<file path="config.mk">
export PLATFORM = sky130hd
export DESIGN_NAME = oss_serial_ctrl
export DESIGN_NICKNAME = d
export VERILOG_FILES = /design/src/logic/oss_pkg.sv /design/src/logic/oss_serial_ctrl.sv /design/src/logic/oss_sync.sv
export SDC_FILE = /design/constraint.sdc
export NUM_CORES = 1
export LEC_CHECK = 0
export ABC_AREA = 0
export BUFFER_PORTS_ARGS = -buffer_cell sky130_fd_sc_hd__buf_2
export CAP_MARGIN = 25
export CORE_UTILIZATION = 50
export DETAILED_ROUTE_END_ITERATION = 10
export GPL_ROUTABILITY_DRIVEN = 0
export GPL_TIMING_DRIVEN = 0
export PLACE_DENSITY = 0.75
export REMOVE_ABC_BUFFERS = 1
export SLEW_MARGIN = 20
export SYNTH_ARGS = -nofsm -noshare
export SYNTH_HDL_FRONTEND = slang
export SYNTH_HIERARCHICAL = 1
export SYNTH_SLANG_ARGS = --single-unit
</file>
<file path="constraint.sdc">
create_clock -name mclk -period 1.83 [get_ports mclk]
set_clock_uncertainty 0.15 [all_clocks]
set_input_delay 0.183 -clock mclk [delete_from_list [all_inputs] [get_ports mclk]]
set_output_delay 0.183 -clock mclk [all_outputs]
set_load 0.02 [all_outputs]
</file>
<file path="src/logic/oss_pkg.sv">
// Package for the octal switch serial control block: word layout, encodings, counts.
// Assumes a single 40 MHz system clock domain.
package oss_pkg;

  localparam int OSS_WORD_BITS = 16;
  localparam int OSS_CHAN_NUM = 8;
  localparam int OSS_CMD_OUT_LSB = 0;
  localparam int OSS_CMD_OLD_LSB = 8;
  localparam int OSS_MIN_BITS = 16;
  localparam int OSS_STEP_BITS = 8;
  localparam int OSS_CNT_W = 12;
  localparam logic [15:0] OSS_CMD_RESET = 16'h0000;
  localparam logic [7:0] OSS_STAT_HIGH = 8'h00;
  localparam int OSS_SYNC_STAGES = 2;

  typedef struct packed {
    logic [7:0] old_en;
    logic [7:0] out_on;
  } oss_cmd_t;

  typedef struct packed {
    logic [7:0] short_flt;
    logic [7:0] open_flt;
    logic [7:0] thermal_limit;
    logic over_voltage;
  } oss_fault_t;

  typedef enum logic [1:0] {
    OSS_IDLE,
    OSS_SHIFT
  } oss_state_t;

endpackage : oss_pkg

</file>
<file path="src/logic/oss_serial_ctrl.sv">
// Serial command and fault-status logic of an eight-channel power switch.
// Assumes an external master supplies serial clock and chip select; all pins are asynchronous.
//
// Contract
// - Each transfer moves sixteen command bits in and sixteen status bits out.
// - Command and status words shift most significant bit first.
// - Command applies to drivers on chip select rising; drivers hold until then.
// - Command bits 0 to 7 switch outputs one to eight on when one.
// - Command bits 8 to 15 enable open-load sense current of outputs one to eight.
// - Status bits 0 to 7 flag short, open load or thermal limit per output.
// - Status bits 8 to 15 always read zero.
// - Returned status reflects the previously applied command, not the incoming one.
// - While selected, shifted data passes through toward the next chained device.
// - Off-state open load reported only with that channel's sense current enabled.
// - Open load while commanded on is never reported.
// - Over-current or short to supply sets that output's status bit.
// - Thermal limit turns off only that output, flags it, resumes when cleared.
// - Supply over-voltage forces all outputs off; they resume previous state after.
// - Sleep resets registers: all outputs off, sense currents disabled.
// - Sleep entered when enable is low or logic supply removed.
// - Input sampled on serial clock falling edges; output changes on rising edges.
// - With chip select high, clock and input ignored and output tri-stated.
// - Direct drive inputs five and six are ORed with their command bits.
// - Transfer acted on only if clock count is 16 plus a multiple of 8.
`timescale 1ns/1ps
`default_nettype none
module oss_serial_ctrl
  import oss_pkg::*;
#(
  parameter int CHANNELS = OSS_CHAN_NUM
) (
  // Clock and reset
  input wire logic mclk,
  input wire logic rst_n,
  // Serial link pins
  input wire logic chip_select_n,
  input wire logic serial_clk,
  input wire logic serial_command_in,
  output logic serial_status_out,
  output logic serial_status_oe,
  // Power and enable
  input wire logic enable,
  input wire logic logic_supply_ok,
  // Direct drive pins
  input wire logic direct_drive_fifth,
  input wire logic direct_drive_sixth,
  // Fault indications from the analog side
  input wire logic [CHANNELS-1:0] short_fault,
  input wire logic [CHANNELS-1:0] open_load_fault,
  input wire logic [CHANNELS-1:0] thermal_limit,
  input wire logic over_voltage,
  // Driver controls
  output logic [CHANNELS-1:0] driver_on,
  output logic [CHANNELS-1:0] sense_current_en,
  output logic [15:0] output_command_word
);

  // ----------------------------------------------------------------
  // Input synchronisation
  // ----------------------------------------------------------------
  localparam int SYN_W = 7 + 3 * CHANNELS;
  logic [SYN_W-1:0] syn_raw;
  logic [SYN_W-1:0] syn_out;
  logic cs_n_s;
  logic sclk_s;
  logic din_s;
  logic en_s;
  logic vdd_s;
  logic dd5_s;
  logic dd6_s;
  oss_fault_t flt_s;
  logic ov_s;

  assign syn_raw = {chip_select_n, serial_clk, serial_command_in, enable, logic_supply_ok,
                    direct_drive_fifth, direct_drive_sixth, short_fault, open_load_fault,
                    thermal_limit};

  oss_sync #(
    .WIDTH(SYN_W),
    .RESET_VAL({1'b1, {(SYN_W-1){1'b0}}})
  ) u_sync (
    .mclk(mclk),
    .rst_n(rst_n),
    .async_in(syn_raw),
    .sync_out(syn_out)
  );

  oss_sync #(
    .WIDTH(1),
    .RESET_VAL(1'b0)
  ) u_sync_ov (
    .mclk(mclk),
    .rst_n(rst_n),
    .async_in(over_voltage),
    .sync_out(ov_s)
  );

  assign cs_n_s = syn_out[SYN_W-1];
  assign sclk_s = syn_out[SYN_W-2];
  assign din_s = syn_out[SYN_W-3];
  assign en_s = syn_out[SYN_W-4];
  assign vdd_s = syn_out[SYN_W-5];
  assign dd5_s = syn_out[SYN_W-6];
  assign dd6_s = syn_out[SYN_W-7];
  // Short, open load and thermal groups, then over-voltage in the lowest bit
  assign flt_s = {syn_out[3*CHANNELS-1:0], ov_s};

  // ----------------------------------------------------------------
  // Edge detection and sleep
  // ----------------------------------------------------------------
  logic cs_n_d_ff;
  logic sclk_d_ff;
  logic nxt_cs_n_d;
  logic nxt_sclk_d;
  logic cs_fall;
  logic cs_rise;
  logic sclk_fall;
  logic sclk_rise;
  logic sleep;

  always_comb begin
    nxt_cs_n_d = cs_n_s;
    nxt_sclk_d = sclk_s;
  end

  always_ff @(posedge mclk or negedge rst_n) begin
    if (!rst_n) begin
      cs_n_d_ff <= 1'b1;
      sclk_d_ff <= 1'b0;
    end else begin
      cs_n_d_ff <= nxt_cs_n_d;
      sclk_d_ff <= nxt_sclk_d;
    end
  end

  assign cs_fall = cs_n_d_ff & ~cs_n_s;
  assign cs_rise = ~cs_n_d_ff & cs_n_s;
  assign sclk_fall = sclk_d_ff & ~sclk_s & ~cs_n_s;
  assign sclk_rise = ~sclk_d_ff & sclk_s & ~cs_n_s;
  assign sleep = ~en_s | ~vdd_s;

  // ----------------------------------------------------------------
  // Shift engine
  // ----------------------------------------------------------------
  oss_state_t state_ff;
  oss_state_t nxt_state;
  logic [15:0] shift_ff;
  logic [15:0] nxt_shift;
  logic [OSS_CNT_W-1:0] cnt_ff;
  logic [OSS_CNT_W-1:0] nxt_cnt;
  logic dout_ff;
  logic nxt_dout;
  oss_cmd_t cmd_ff;
  oss_cmd_t nxt_cmd;
  logic [7:0] status_now;
  logic count_ok;

  // Open load counts only while commanded off and sense enabled
  assign status_now = flt_s.short_flt | flt_s.thermal_limit
                    | (flt_s.open_flt & ~cmd_ff.out_on & cmd_ff.old_en);

  assign count_ok = (cnt_ff >= OSS_CNT_W'(OSS_MIN_BITS)) &&
                    (cnt_ff[2:0] == 3'h0);

  always_comb begin
    nxt_state = state_ff;
    nxt_shift = shift_ff;
    nxt_cnt = cnt_ff;
    nxt_dout = dout_ff;
    nxt_cmd = cmd_ff;
    case (state_ff)
      OSS_IDLE: begin
        if (cs_fall) begin
          nxt_state = OSS_SHIFT;
          nxt_shift = {OSS_STAT_HIGH, status_now};
          nxt_dout = 1'b0;
          nxt_cnt = '0;
        end
      end
      OSS_SHIFT: begin
        if (cs_rise) begin
          nxt_state = OSS_IDLE;
          if (count_ok) begin
            nxt_cmd = oss_cmd_t'(shift_ff);
          end
        end else begin
          if (sclk_rise) begin
            nxt_dout = shift_ff[15];
          end
          if (sclk_fall) begin
            nxt_shift = {shift_ff[14:0], din_s};
            if (cnt_ff != {OSS_CNT_W{1'b1}}) begin
              nxt_cnt = cnt_ff + OSS_CNT_W'(1);
            end
          end
        end
      end
      default: nxt_state = OSS_IDLE;
    endcase
    if (sleep) begin
      nxt_state = OSS_IDLE;
      nxt_cmd = oss_cmd_t'(OSS_CMD_RESET);
      nxt_cnt = '0;
    end
  end

  always_ff @(posedge mclk or negedge rst_n) begin
    if (!rst_n) begin
      state_ff <= OSS_IDLE;
      shift_ff <= 16'h0000;
      cnt_ff <= '0;
      dout_ff <= 1'b0;
      cmd_ff <= oss_cmd_t'(OSS_CMD_RESET);
    end else begin
      state_ff <= nxt_state;
      shift_ff <= nxt_shift;
      cnt_ff <= nxt_cnt;
      dout_ff <= nxt_dout;
      cmd_ff <= nxt_cmd;
    end
  end

  // ----------------------------------------------------------------
  // Outputs
  // ----------------------------------------------------------------
  logic [7:0] drive_req;

  always_comb begin
    drive_req = cmd_ff.out_on;
    drive_req[4] = cmd_ff.out_on[4] | dd5_s;
    drive_req[5] = cmd_ff.out_on[5] | dd6_s;
  end

  // Over-voltage masks all; thermal masks one; command is kept for resume
  assign driver_on = (flt_s.over_voltage | sleep) ? '0
                   : (drive_req & ~flt_s.thermal_limit);
  assign sense_current_en = sleep ? '0 : cmd_ff.old_en;
  assign output_command_word = cmd_ff;
  assign serial_status_out = dout_ff;
  assign serial_status_oe = (state_ff == OSS_SHIFT) & ~cs_n_s;
endmodule : oss_serial_ctrl
`default_nettype wire

</file>
<file path="src/logic/oss_sync.sv">
// Two-flip-flop synchroniser for a bundle of asynchronous level inputs.
// Assumes inputs arrive from pins outside the mclk domain.
`timescale 1ns/1ps
`default_nettype none
module oss_sync
  import oss_pkg::*;
#(
  parameter int WIDTH = 1,
  parameter logic [WIDTH-1:0] RESET_VAL = '0
) (
  // Clock and reset
  input wire logic mclk,
  input wire logic rst_n,
  // Data
  input wire logic [WIDTH-1:0] async_in,
  output logic [WIDTH-1:0] sync_out
);

  logic [WIDTH-1:0] meta_ff;
  logic [WIDTH-1:0] sync_ff;

  always_ff @(posedge mclk or negedge rst_n) begin
    if (!rst_n) begin
      meta_ff <= RESET_VAL;
      sync_ff <= RESET_VAL;
    end else begin
      meta_ff <= async_in;
      sync_ff <= meta_ff;
    end
  end

  assign sync_out = sync_ff;

endmodule : oss_sync
`default_nettype wire

</file>
==> results of run 1 <==
## final cells by class
| class | instances | area share (%) |
|---|---|---|
| Tap cell | 102 | 2.27 |
| Clock inverter | 6 | 1.33 |
| Sequential cell | 112 | 50.0 |
| Clock buffer | 10 | 2.44 |
| Inverter | 6 | 0.400 |
| Multi-Input combinational cell | 189 | 24.9 |
| Timing Repair Buffer | 136 | 18.6 |
## critical path, stage by stage (launching register included)
cell and delay (ns):
sky130_fd_sc_hd__dfrtp_2 0.50, sky130_fd_sc_hd__nor4_2 0.45, sky130_fd_sc_hd__a211oi_2 0.16, sky130_fd_sc_hd__buf_4 0.18, sky130_fd_sc_hd__nor2_4 0.17, sky130_fd_sc_hd__clkbuf_16 0.18, sky130_fd_sc_hd__a22o_1 0.15
## synth_stat cells, drive strengths merged, types with 3 or more instances
cell type / number
inv: 6
a21oi: 21
dfstp: 3
nand3b: 8
nor2: 18
nand3: 16
a22o: 16
clkbuf: 5
o21ai: 13
and4: 3
nand2: 27
nor3: 3
and3: 10
a41oi: 3
dfrtp: 109
buf: 11
nor3b: 9
o31ai: 11
## per-stage QoR
| stage | power (mW) | worst slack, ns |
|---|---|---|
| 2_1_floorplan | 2.74 | -0.659 |
| 3_3_place_gp | 2.85 | -1.37 |
| 3_5_place_dp | 2.87 | -1.42 |
| 4_1_cts | 4.49 | -0.0449 |
| 5_1_grt | 4.65 | -0.204 |
| 6_report | 4.47 | -0.182 |
## power by group
part	switching [mW]	internal (mW)
Clock	0.831	0.692
Sequential	0.0622	2.58
Combinational	0.159	0.146
## flip-flops by register name (all words and copies together) (netlist names), 12 cells and up
register / flops
cnt_ff: 12
output_command_word: 16
u_sync/sync_out: 31
u_sync/meta_ff: 31
shift_ff: 16
## final timing paths
path	endpoint	slack [ns]	depth (start not counted)
worst max-delay path	output_command_word[10]$_DFFE_PN0P_	-0.18	6
max in group asynchronous	cs_n_d_ff$_DFF_PN1_	0.63	3
min in group asynchronous	u_sync/meta_ff[15]$_DFF_PN0_	0.21	2
worst max register to register	output_command_word[10]$_DFFE_PN0P_	-0.18	6
worst min register to register	u_sync_ov/sync_out$_DFF_PN0_	0.20	0
worst min-delay path	u_sync_ov/sync_out$_DFF_PN0_	0.20	0
## layer usage
metal | vias to the layer above | part of all wire, % | GRT usage [%] | routed length [µm]
li1 | 1414 | - | - | -
met4 | 0 | 1.5 | 6.90 | 154
met1 | 1599 | 41 | 31.4 | 4160
met5 | - | 0 | 0 | 0
met3 | 15 | 5.6 | 6.49 | 563
met2 | 123 | 51 | 37.2 | 5160
## repair_timing
action | 4_1_cts | 5_1_grt
gates cloned | 2 | 2
resized for setup | 40 | 23
hold endpoints to repair | 98 | 0
hold buffers | 33 | 0
buffers inserted | 18 | 15
pin swaps | 17 | 23
endpoints found under the setup margin | 54 | 47
## cell usage in the layout, fill, tap and decap left out, types with 10 or more instances in the layout
master	count
sky130_fd_sc_hd__a21oi_1	20
sky130_fd_sc_hd__a22o_1	16
sky130_fd_sc_hd__and3_1	10
sky130_fd_sc_hd__buf_2	58
sky130_fd_sc_hd__buf_4	35
sky130_fd_sc_hd__clkbuf_8	10
sky130_fd_sc_hd__dfrtp_1	103
sky130_fd_sc_hd__dlygate4sd3_1	33
sky130_fd_sc_hd__nand2_1	25
sky130_fd_sc_hd__nand3_1	13
sky130_fd_sc_hd__nor2_1	16
## cell families after synthesis
| kind of cell | synth area share, % |
|---|---|
| flops | 68.8 |
| buf+inv | 2.85 |
| compound gates | 12.6 |
| simple gates | 14.9 |
| fa+ha+maj | 0.858 |
==> reports/summary.json, run 1 <==
{
  "multi_input_comb_area_um2": 1400,
  "clock_tree.buffer_depth": 2,
  "gr-total-overflow": 0,
  "maxCapViolCount": 0,
  "synth.area.top_cells": "sky130_fd_sc_hd__dfrtp_1 67%, sky130_fd_sc_hd__a22o_1 3.4%, sky130_fd_sc_hd__a21oi_1 2.5%",
  "cts_htree_levels": 3,
  "synth_area_um2": 4080,
  "post_drt_via_cell_ratio": 5.62,
  "hp-class": "register to register",
  "die_extent_in_x_um": 92.4,
  "cellPowerDensity_nw_per_um2": 794,
  "timing.setup.critical_path_class": "register to register",
  "critPathArrivalTime_ns": 2.17,
  "num-fill-cells": 518,
  "post-place-cells": 475,
  "postSynth.asyncResetShare_pct": 100,
  "finalCoreUtilization_pct": 72.1,
  "post-route-drc-count": 0,
  "cts-root-buf": "sky130_fd_sc_hd__clkbuf_8",
  "placedInstanceArea_um2": 4480,
  "number_of_global_route_vias_before_repair": 3003,
  "via_count": 3151,
  "fin_worst_hold_slack_ns": 0.198,
  "dp_hpwl_mm": 5.04,
  "floorplan.die_area_um2": 8530,
  "placement_rows": 32,
  "slew_headroom_pct": 59.8,
  "synth_cell_type_count": 45,
  "leakage_nw": 2.69,
  "worst_ir_drop_vdd_uv": 630,
  "outcome": "complete, but fails checks",
  "ys_seq_elements": 112,
  "synth-edff-count": 0,
  "globalRouteTotalUtil_pct": 23.3,
  "clkTransAtPathRegs_ns": 0.11,
  "postRouteWirelength_mm": 10.0,
  "grt_start_max_net_pins": 70,
  "diodes": 0,
  "critPathRequiredTime_ns": 1.99,
  "pre_antenna_drt_iters": 5,
  "cp-start-kind": "register",
  "yosysSeqAreaShare_pct": 68.8,
  "postLayoutSetupSlackWorst_ns": -0.182,
  "tritoncts": "done",
  "port_buffers": 67,
  "synth_top_cell_by_area": "sky130_fd_sc_hd__dfrtp_1",
  "path_max_fanout": 8,
  "antenna_found_initial": 0,
  "post-synth-top-area-fraction_pct": 66.8,
  "regArea_um2": 2820,
  "finish.net_count": 490,
  "final_hold_viol_count": 0,
  "tightest_slew_ns": 0.602,
  "antenna_violating_nets_post_route": 0,
  "clock_latency_ns": 0.37,
  "layout_overhead_on_the_synthesized_area_pct": 37.9,
  "synth-main-ff-cell": "sky130_fd_sc_hd__dfrtp_1",
  "placeable_area_um2": 7810,
  "tritoncts.num_buffers": 9,
  "worst_hold_startpoint": "u_sync_ov/meta_ff$_DFF_PN0_",
  "die_height_um": 92.4,
  "finalNonFillerCells": 561,
  "detail_routed_net_length_per_standard_cell_um": 17.9,
  "timing.final.crit_share_pct": 110,
  "timing.critical_path.from": "cnt_ff[8]$_DFFE_PN0P_",
  "cts.sink_count": 112,
  "final_layout_size_suffix_gt1_share_pct": 35.9,
  "syn_inst": 321,
  "layout_min_cycle_time_ns": 2.01,
  "avgSynthCellArea_um2": 12.7,
  "cp-end-kind": "register",
  "totalNegativeSetupSlack_ns": -2.36,
  "final_instance_area_um2": 5630,
  "detailedRoute.firstIterationViolations": 211,
  "max_clock_freq_mhz": 497,
  "violations": "setup timing",
  "report.final.setup_viol": 26,
  "floorplan.initialDensity_pct": 52.3,
  "maxSlewViolCount": 0,
  "synth.yosys.warnings": 6,
  "top_level_ports": 68,
  "rsz0062_at_grt": "true",
  "first_pass_grt_wire_length_mm": 14.8,
  "rr_startpoint": "cnt_ff[8]$_DFFE_PN0P_"
}
Note: power is estimated with default switching activity, not from simulation.
==> inputs of run 2 (changes only) <==
SYNTH_HIERARCHICAL = not set   (was 1)
==> run 2 against run 1 <==
The flow still finishes with violations (setup timing). Synthesized area is 0.55% lower. Critical path type unchanged. Routed wire length fell by 1.8%. First-iteration DRC count grew 35%. Register-to-register slack improved by 0.05 ns. Cell area decreased by 3.0%. Via count fell by 2.2%. Global-route usage is 0.91 points higher. Critical path depth fell by 2. Non-clock buffer count down 14. Total power down 2.3%. Synthesized cell count down 1.2%. Combinational power about the same.
==> reports/summary.json, run 2 <==
{
  "outcome": "complete, but fails checks",
  "violations": "setup timing",
  "synth_mux_area_share_pct": 1.94,
  "synth.area.top_cells": "sky130_fd_sc_hd__dfrtp_1 67%, sky130_fd_sc_hd__a22o_1 3.9%, sky130_fd_sc_hd__nand2_1 3.2%",
  "timing.final.crit_share_pct": 107,
  "layout_min_cycle_time_ns": 1.96,
  "report.final.setup_viol": 25,
  "syn_inst": 317,
  "final_layout_size_suffix_gt1_share_pct": 35.3,
  "synth_top_cell_by_area": "sky130_fd_sc_hd__dfrtp_1",
  "globalRouteTotalUtil_pct": 24.2,
  "path_max_fanout": 8,
  "cts_htree_levels": 3,
  "leading_cell_types_in_the_layout_fill_and_taps_excluded": "104 x sky130_fd_sc_hd__dfrtp_1, 58 x sky130_fd_sc_hd__buf_2, 35 x sky130_fd_sc_hd__nand2_1",
  "cp-start-kind": "register",
  "tritoncts": "done",
  "placeable_area_um2": 7810,
  "slew_headroom_pct": 69.7,
  "synth.yosys.warnings": 0,
  "synth-edff-count": 0,
  "antenna_violating_nets_post_route": 0,
  "first_pass_grt_wire_length_mm": 15.4,
  "cellPowerDensity_nw_per_um2": 800,
  "pre_antenna_drt_iters": 4,
  "post-route-drc-count": 0,
  "ys_seq_elements": 112,
  "rrSetupSlack_ns": -0.13,
  "final_instance_area_um2": 5460,
  "tritoncts.num_buffers": 9,
  "library_cell_with_the_highest_instance_count_after_synthesis": "sky130_fd_sc_hd__dfrtp_1",
  "placedInstanceArea_um2": 4510,
  "number_of_global_route_vias_before_repair": 3088,
  "gr-total-overflow": 0,
  "detail_routed_net_length_per_standard_cell_um": 18.1,
  "synth_top_family_by_area": "compound AO/OA/AOI/OAI gates",
  "port_buffers": 67,
  "post-synth-top-area-fraction_pct": 67.2,
  "antenna_found_initial": 0,
  "avgSynthCellArea_um2": 12.8,
  "clkTransAtPathRegs_ns": 0.11,
  "floorplan.initialDensity_pct": 52.0,
  "multi_input_comb_area_um2": 1340,
  "synth_fa_ha_area_share_pct": 0.617,
  "layout_overhead_on_the_synthesized_area_pct": 34.5,
  "critPathRequiredTime_ns": 1.99,
  "synth_cell_type_count": 46,
  "rsz0062_at_grt": "true",
  "place_worst_setup_slack_ns": -1.00,
  "postSynth.asyncResetShare_pct": 100,
  "synth-xor-area-share_pct": 0.432,
  "clock_latency_ns": 0.38,
  "postLayoutSetupSlackWorst_ns": -0.134,
  "tightest_slew_ns": 0.451,
  "leakage_nw": 2.49,
  "worst_r2r_path_depth": 4,
  "finalCoreUtilization_pct": 69.9,
  "top_level_ports": 68,
  "clock_tree.buffer_depth": 2,
  "placement_rows": 32,
  "timing.setup.critical_path_class": "register to register",
  "cts-root-buf": "sky130_fd_sc_hd__clkbuf_8",
  "synth_compound_area_share_pct": 13.2,
  "die_height_um": 92.1,
  "die_extent_in_x_um": 92.1,
  "critPathArrivalTime_ns": 2.12,
  "dp_hpwl_mm": 5.23,
  "via_count": 3082,
  "cts.sink_count": 112,
  "regArea_um2": 2820,
  "worst_ir_drop_vdd_uv": 540,
  "maxSlewViolCount": 0,
  "yosys-top-cells-count": "109 x sky130_fd_sc_hd__dfrtp_1, 35 x sky130_fd_sc_hd__nand2_1, 22 x sky130_fd_sc_hd__o21ai_0, 18 x sky130_fd_sc_hd__a22o_1, 14 x sky130_fd_sc_hd__inv_1",
  "postRouteWirelength_mm": 9.86,
  "synth_simple_gate_area_share_pct": 11.8,
  "final_hold_viol_count": 0,
  "synth-main-ff-cell": "sky130_fd_sc_hd__dfrtp_1",
  "post_drt_via_cell_ratio": 5.67,
  "cp-end-kind": "register",
  "num-fill-cells": 537,
  "grt_start_max_net_pins": 70,
  "maxCapViolCount": 0,
  "diodes": 0,
  "yosysSeqAreaShare_pct": 69.1,
  "detailedRoute.firstIterationViolations": 284,
  "hp-class": "input pin to async pin",
  "layout_commonest_cell": "sky130_fd_sc_hd__dfrtp_1",
  "finish.net_count": 473,
  "max_clock_freq_mhz": 509,
  "synth_area_um2": 4060,
  "floorplan.die_area_um2": 8480
}
==> run 2: cell count changes after synthesis, sizes merged, moves of 9 or more <==
cell	change
nand3	-13
a21oi	-17
o31ai	-9
nor2	-10
o21ai	+10
==> run 2: power breakdown <==
group          leakage, nW  internal, mW  switching [mW]
Clock               0.0945         0.524           0.891
Sequential            1.38          2.58          0.0638
Combinational         1.02         0.155           0.150
Total                 2.49          3.26            1.10
==> run 2: worst paths after layout <==
check,start,end
setup / recovery,u_sync.sync_out[30]$_DFF_PN1_,cnt_ff[7]$_DFFE_PN0P_
hold / removal,rst_n,shift_ff[10]$_DFFE_PN0P_
setup reg to reg,u_sync.sync_out[30]$_DFF_PN1_,cnt_ff[7]$_DFFE_PN0P_
hold reg to reg,u_sync.meta_ff[4]$_DFF_PN0_,u_sync.sync_out[4]$_DFF_PN0_
max in group asynchronous,rst_n,shift_ff[4]$_DFFE_PN0P_
min in group mclk,u_sync.meta_ff[4]$_DFF_PN0_,u_sync.sync_out[4]$_DFF_PN0_
==> run 2: final cells by class <==
cell class              count  area share [%]
inverters                  14           0.963
clock inverters             7            1.22
well taps                 102            2.34
clock buffers               9            2.27
repair buffers            122            17.0
multi-input cells         178            24.6
flip-flops and latches    112            51.6
==> run 2: kinds of logic after synthesis <==
family	count (synthesis)
buffers and inverters	29
and+or+nand+nor	91
adders and majority gates	2
AOI/OAI and AO/OA	74
DFF	112
muxes	7
xor gates and xnor gates	2
==> run 2: stage by stage <==
step / instances / TNS [ns] / total power, mW / hold WS (ns)
floorplan: 302 / -12.65 / 2.75 / -0.263
global placement: 471 / -119.92 / 2.86 / 0.139
detailed placement: 473 / -33.79 / 2.89 / -0.0178
CTS: 539 / -0.521 / 4.35 / 0.149
global route: 544 / -2.72 / 4.53 / 0.178
finish: 544 / -1.03 / 4.37 / 0.131
==> run 2: critical path, stage by stage, from the launching register on <==
cell and delay (ns):
sky130_fd_sc_hd__dfstp_2 0.44, sky130_fd_sc_hd__or3b_4 0.41, sky130_fd_sc_hd__a311o_1 0.33, sky130_fd_sc_hd__or4_4 0.50
sky130_fd_sc_hd__o211ai_2 0.07
==> run 2: per-layer routing <==
layer / GRT usage (%) / wire length, µm / vias to the layer above
met1: 32.1 / 4050 / 1540
met2: 38.1 / 4880 / 147
met3: 5.64 / 579 / 29
li1: - / - / 1366
met5: 0 / 0 / -
met4: 11.3 / 341 / 0
==> run 2: what timing repair did <==
action / in CTS / in global routing
hold endpoints to repair: 144 / 0
setup endpoints to repair: 53 / 52
gates cloned: 2 / 0
pin swaps: 5 / 10
hold buffers: 33 / 0
setup buffers: 15 / 5
resized for setup: 30 / 31
==> inputs of run 3 (changes only) <==
--- a/config.mk
+++ b/config.mk
@@ -13,3 +13,2 @@
 export GPL_ROUTABILITY_DRIVEN = 0
-export GPL_TIMING_DRIVEN = 0
 export PLACE_DENSITY = 0.75
--- a/constraint.sdc
+++ b/constraint.sdc
@@ -4,2 +4,2 @@
 set_output_delay 0.183 -clock mclk [all_outputs]
-set_load 0.02 [all_outputs]
+set_load 0.005 [all_outputs]
==> run 3 against run 2 <==
The run still ends with setup timing left. First-iteration DRC count is 58% lower. Maximum frequency is 6.5% higher. Sequential power hardly changed. Routed wire length is 9.9% lower. Sequential cell count stayed put. Non-clock buffer count is 13 higher. Final cell count is 2.0% higher. Hold slack worse by 0.029 ns. Die area stayed put. Global-route usage is 1.6 points lower. Clock power is 9.9% higher. Critical path type unchanged.
==> reports/summary.json, run 3 (synthesized netlist as in run 2, its figures left out) <==
{
  "outcome": "complete, but fails checks",
  "violations": "setup timing",
  "cts.sink_count": 112,
  "fin_worst_hold_slack_ns": 0.102,
  "seqPwrFrac_pct": 58.9,
  "cts-root-buf": "sky130_fd_sc_hd__clkbuf_8",
  "cts_htree_levels": 3,
  "layout_min_cycle_time_ns": 1.84,
  "regArea_um2": 2810,
  "tightest_slew_ns": 0.341,
  "rsz0062_at_grt": "true",
  "multi_input_comb_area_um2": 1280,
  "timing.final.crit_share_pct": 101,
  "worst_ir_drop_vdd_uv": 648,
  "leakage_nw": 2.59,
  "diodes": 0,
  "post-route-drc-count": 0,
  "globalRouteTotalUtil_pct": 22.7,
  "dp_hpwl_mm": 5.77,
  "antenna_violating_nets_post_route": 0,
  "p_total_mw": 4.49,
  "path_max_fanout": 4,
  "clkTransAtPathRegs_ns": 0.11,
  "detail_routed_net_length_per_standard_cell_um": 16.0,
  "num-fill-cells": 544,
  "tritoncts": "done",
  "cp-end-kind": "register",
  "max_clock_freq_mhz": 542,
  "gr-total-overflow": 0,
  "die_height_um": 92.1,
  "clock_latency_ns": 0.37,
  "number_of_global_route_vias_before_repair": 2978,
  "placement_rows": 32,
  "die_extent_in_x_um": 92.1,
  "worstSetupEndpoint": "cnt_ff[11]$_DFFE_PN0P_",
  "cellInternalPower_mw": 3.41,
  "first_pass_grt_wire_length_mm": 14.6,
  "post-place-cells": 500,
  "final_hold_viol_count": 0,
  "top_level_ports": 68,
  "timing.setup.critical_path_class": "register to register",
  "layout_commonest_cell": "sky130_fd_sc_hd__dfrtp_1",
  "finish.net_count": 484,
  "power_frac_clock_pct": 34.6,
  "pre_antenna_drt_iters": 4,
  "maxSlewViolCount": 0,
  "slew_headroom_pct": 77.3,
  "placeable_area_um2": 7810,
  "cp-start-kind": "register",
  "postRouteWirelength_mm": 8.88,
  "totalNegativeSetupSlack_ns": -0.0140,
  "critPathArrivalTime_ns": 2.01,
  "maxCapViolCount": 0,
  "comb_power_share_pct": 6.4,
  "detailedRoute.firstIterationViolations": 119,
  "post_drt_via_cell_ratio": 5.39,
  "worst_r2r_endpoint": "cnt_ff[11]$_DFFE_PN0P_",
  "leading_cell_types_in_the_layout_fill_and_taps_excluded": "106 x sky130_fd_sc_hd__dfrtp_1, 66 x sky130_fd_sc_hd__buf_2, 35 x sky130_fd_sc_hd__nand2_1",
  "layout_overhead_on_the_synthesized_area_pct": 34.8,
  "floorplan.initialDensity_pct": 52.0,
  "cellPowerDensity_nw_per_um2": 820,
  "grt_start_max_net_pins": 36,
  "report.final.setup_viol": 1,
  "finalNonFillerCells": 555,
  "postLayoutSetupSlackWorst_ns": -0.0140,
  "rr_startpoint": "cnt_ff[0]$_DFFE_PN0P_",
  "floorplan.die_area_um2": 8480,
  "worst_r2r_path_depth": 7,
  "clock_tree.buffer_depth": 2,
  "switchingPower_mw": 1.08,
  "timing.critical_path.from": "cnt_ff[0]$_DFFE_PN0P_",
  "final_layout_size_suffix_gt1_share_pct": 35.8,
  "hp-class": "input pin to async pin",
  "port_buffers": 67,
  "rrSetupSlack_ns": -0.01,
  "power_switching_share_pct": 24.0,
  "antenna_found_initial": 0,
  "finalCoreUtilization_pct": 70.1,
  "tritoncts.num_buffers": 9,
  "via_count": 2994,
  "critPathRequiredTime_ns": 2.00
}
run 3: cell types whose count changed in the layout (fill, tap and decap cells not counted), sizes merged:
cell,previous run,this run
buf,89,102
and2,5,4
a21oi,5,4
clkinv,4,2
clkinvlp,1,0
inv,16,18
bufinv,0,1
run 3: metal layers:
metal	wire [µm]	up-vias	global-route usage [%]
met3	428	13	5.14
li1	-	1391	-
met1	3830	1511	29.8
met5	0	-	0
met4	154	0	9.77
met2	4470	79	36.4
run 3: repair_timing:
item	CTS	global route
endpoints found under the setup margin	38	39
hold buffers	33	0
gates resized for setup	16	23
endpoints found under the hold margin	141	0
setup buffers	2	4
pin swaps	1	11
run 3: stage by stage:
step / instance area [µm²] / setup slack [ns]
after floorplan: 4000 / -0.651
after global placement: 4720 / -0.0618
after detailed placement: 4720 / -0.0975
after CTS: 5350 / -0.0399
after global routing: 5470 / -0.0988
final: 5470 / -0.0140
run 3: final cells by class:
| cell class | count | share of cell area, % |
|---|---|---|
| sequential | 112 | 51.3 |
| multi-input combinational | 176 | 23.5 |
| timing repair buffer | 135 | 17.9 |
| tap | 102 | 2.33 |
| clock buffer | 9 | 2.26 |
| clock inverter | 7 | 1.74 |
| inverter | 14 | 0.960 |
run 3: worst min path at each step:
stage	from	endpoint	cells after the start
5_1_grt	rst_n	shift_ff[2]$_DFFE_PN0P_	2
4_1_cts	rst_n	u_sync.meta_ff[28]$_DFF_PN0_	2
6_report	rst_n	shift_ff[2]$_DFFE_PN0P_	2
2_1_floorplan	rst_n	cnt_ff[0]$_DFFE_PN0P_	0
3_3_place_gp	rst_n	u_sync.meta_ff[28]$_DFF_PN0_	1
3_5_place_dp	rst_n	u_sync.meta_ff[28]$_DFF_PN0_	1
run 3: critical path, stage by stage (launching register included):
cell and delay [ns]:
sky130_fd_sc_hd__dfrtp_1 0.40, sky130_fd_sc_hd__ha_2 0.21, sky130_fd_sc_hd__buf_6 0.11, sky130_fd_sc_hd__nand4_1 0.14, sky130_fd_sc_hd__buf_4 0.20, sky130_fd_sc_hd__nor4_4 0.31, sky130_fd_sc_hd__a221o_1 0.16, sky130_fd_sc_hd__a21o_1 0.11
run 3: power by group through the flow:
| stage | Sequential (mW) | Combinational, mW | Clock [mW] |
|---|---|---|---|
| after detailed placement | 2.69 | 0.225 | 0 |
| after global placement | 2.68 | 0.217 | 0 |
| after CTS | 2.64 | 0.288 | 1.59 |
| final | 2.64 | 0.289 | 1.55 |
| after global routing | 2.66 | 0.322 | 1.70 |
| after floorplan | 2.68 | 0.0764 | 0 |
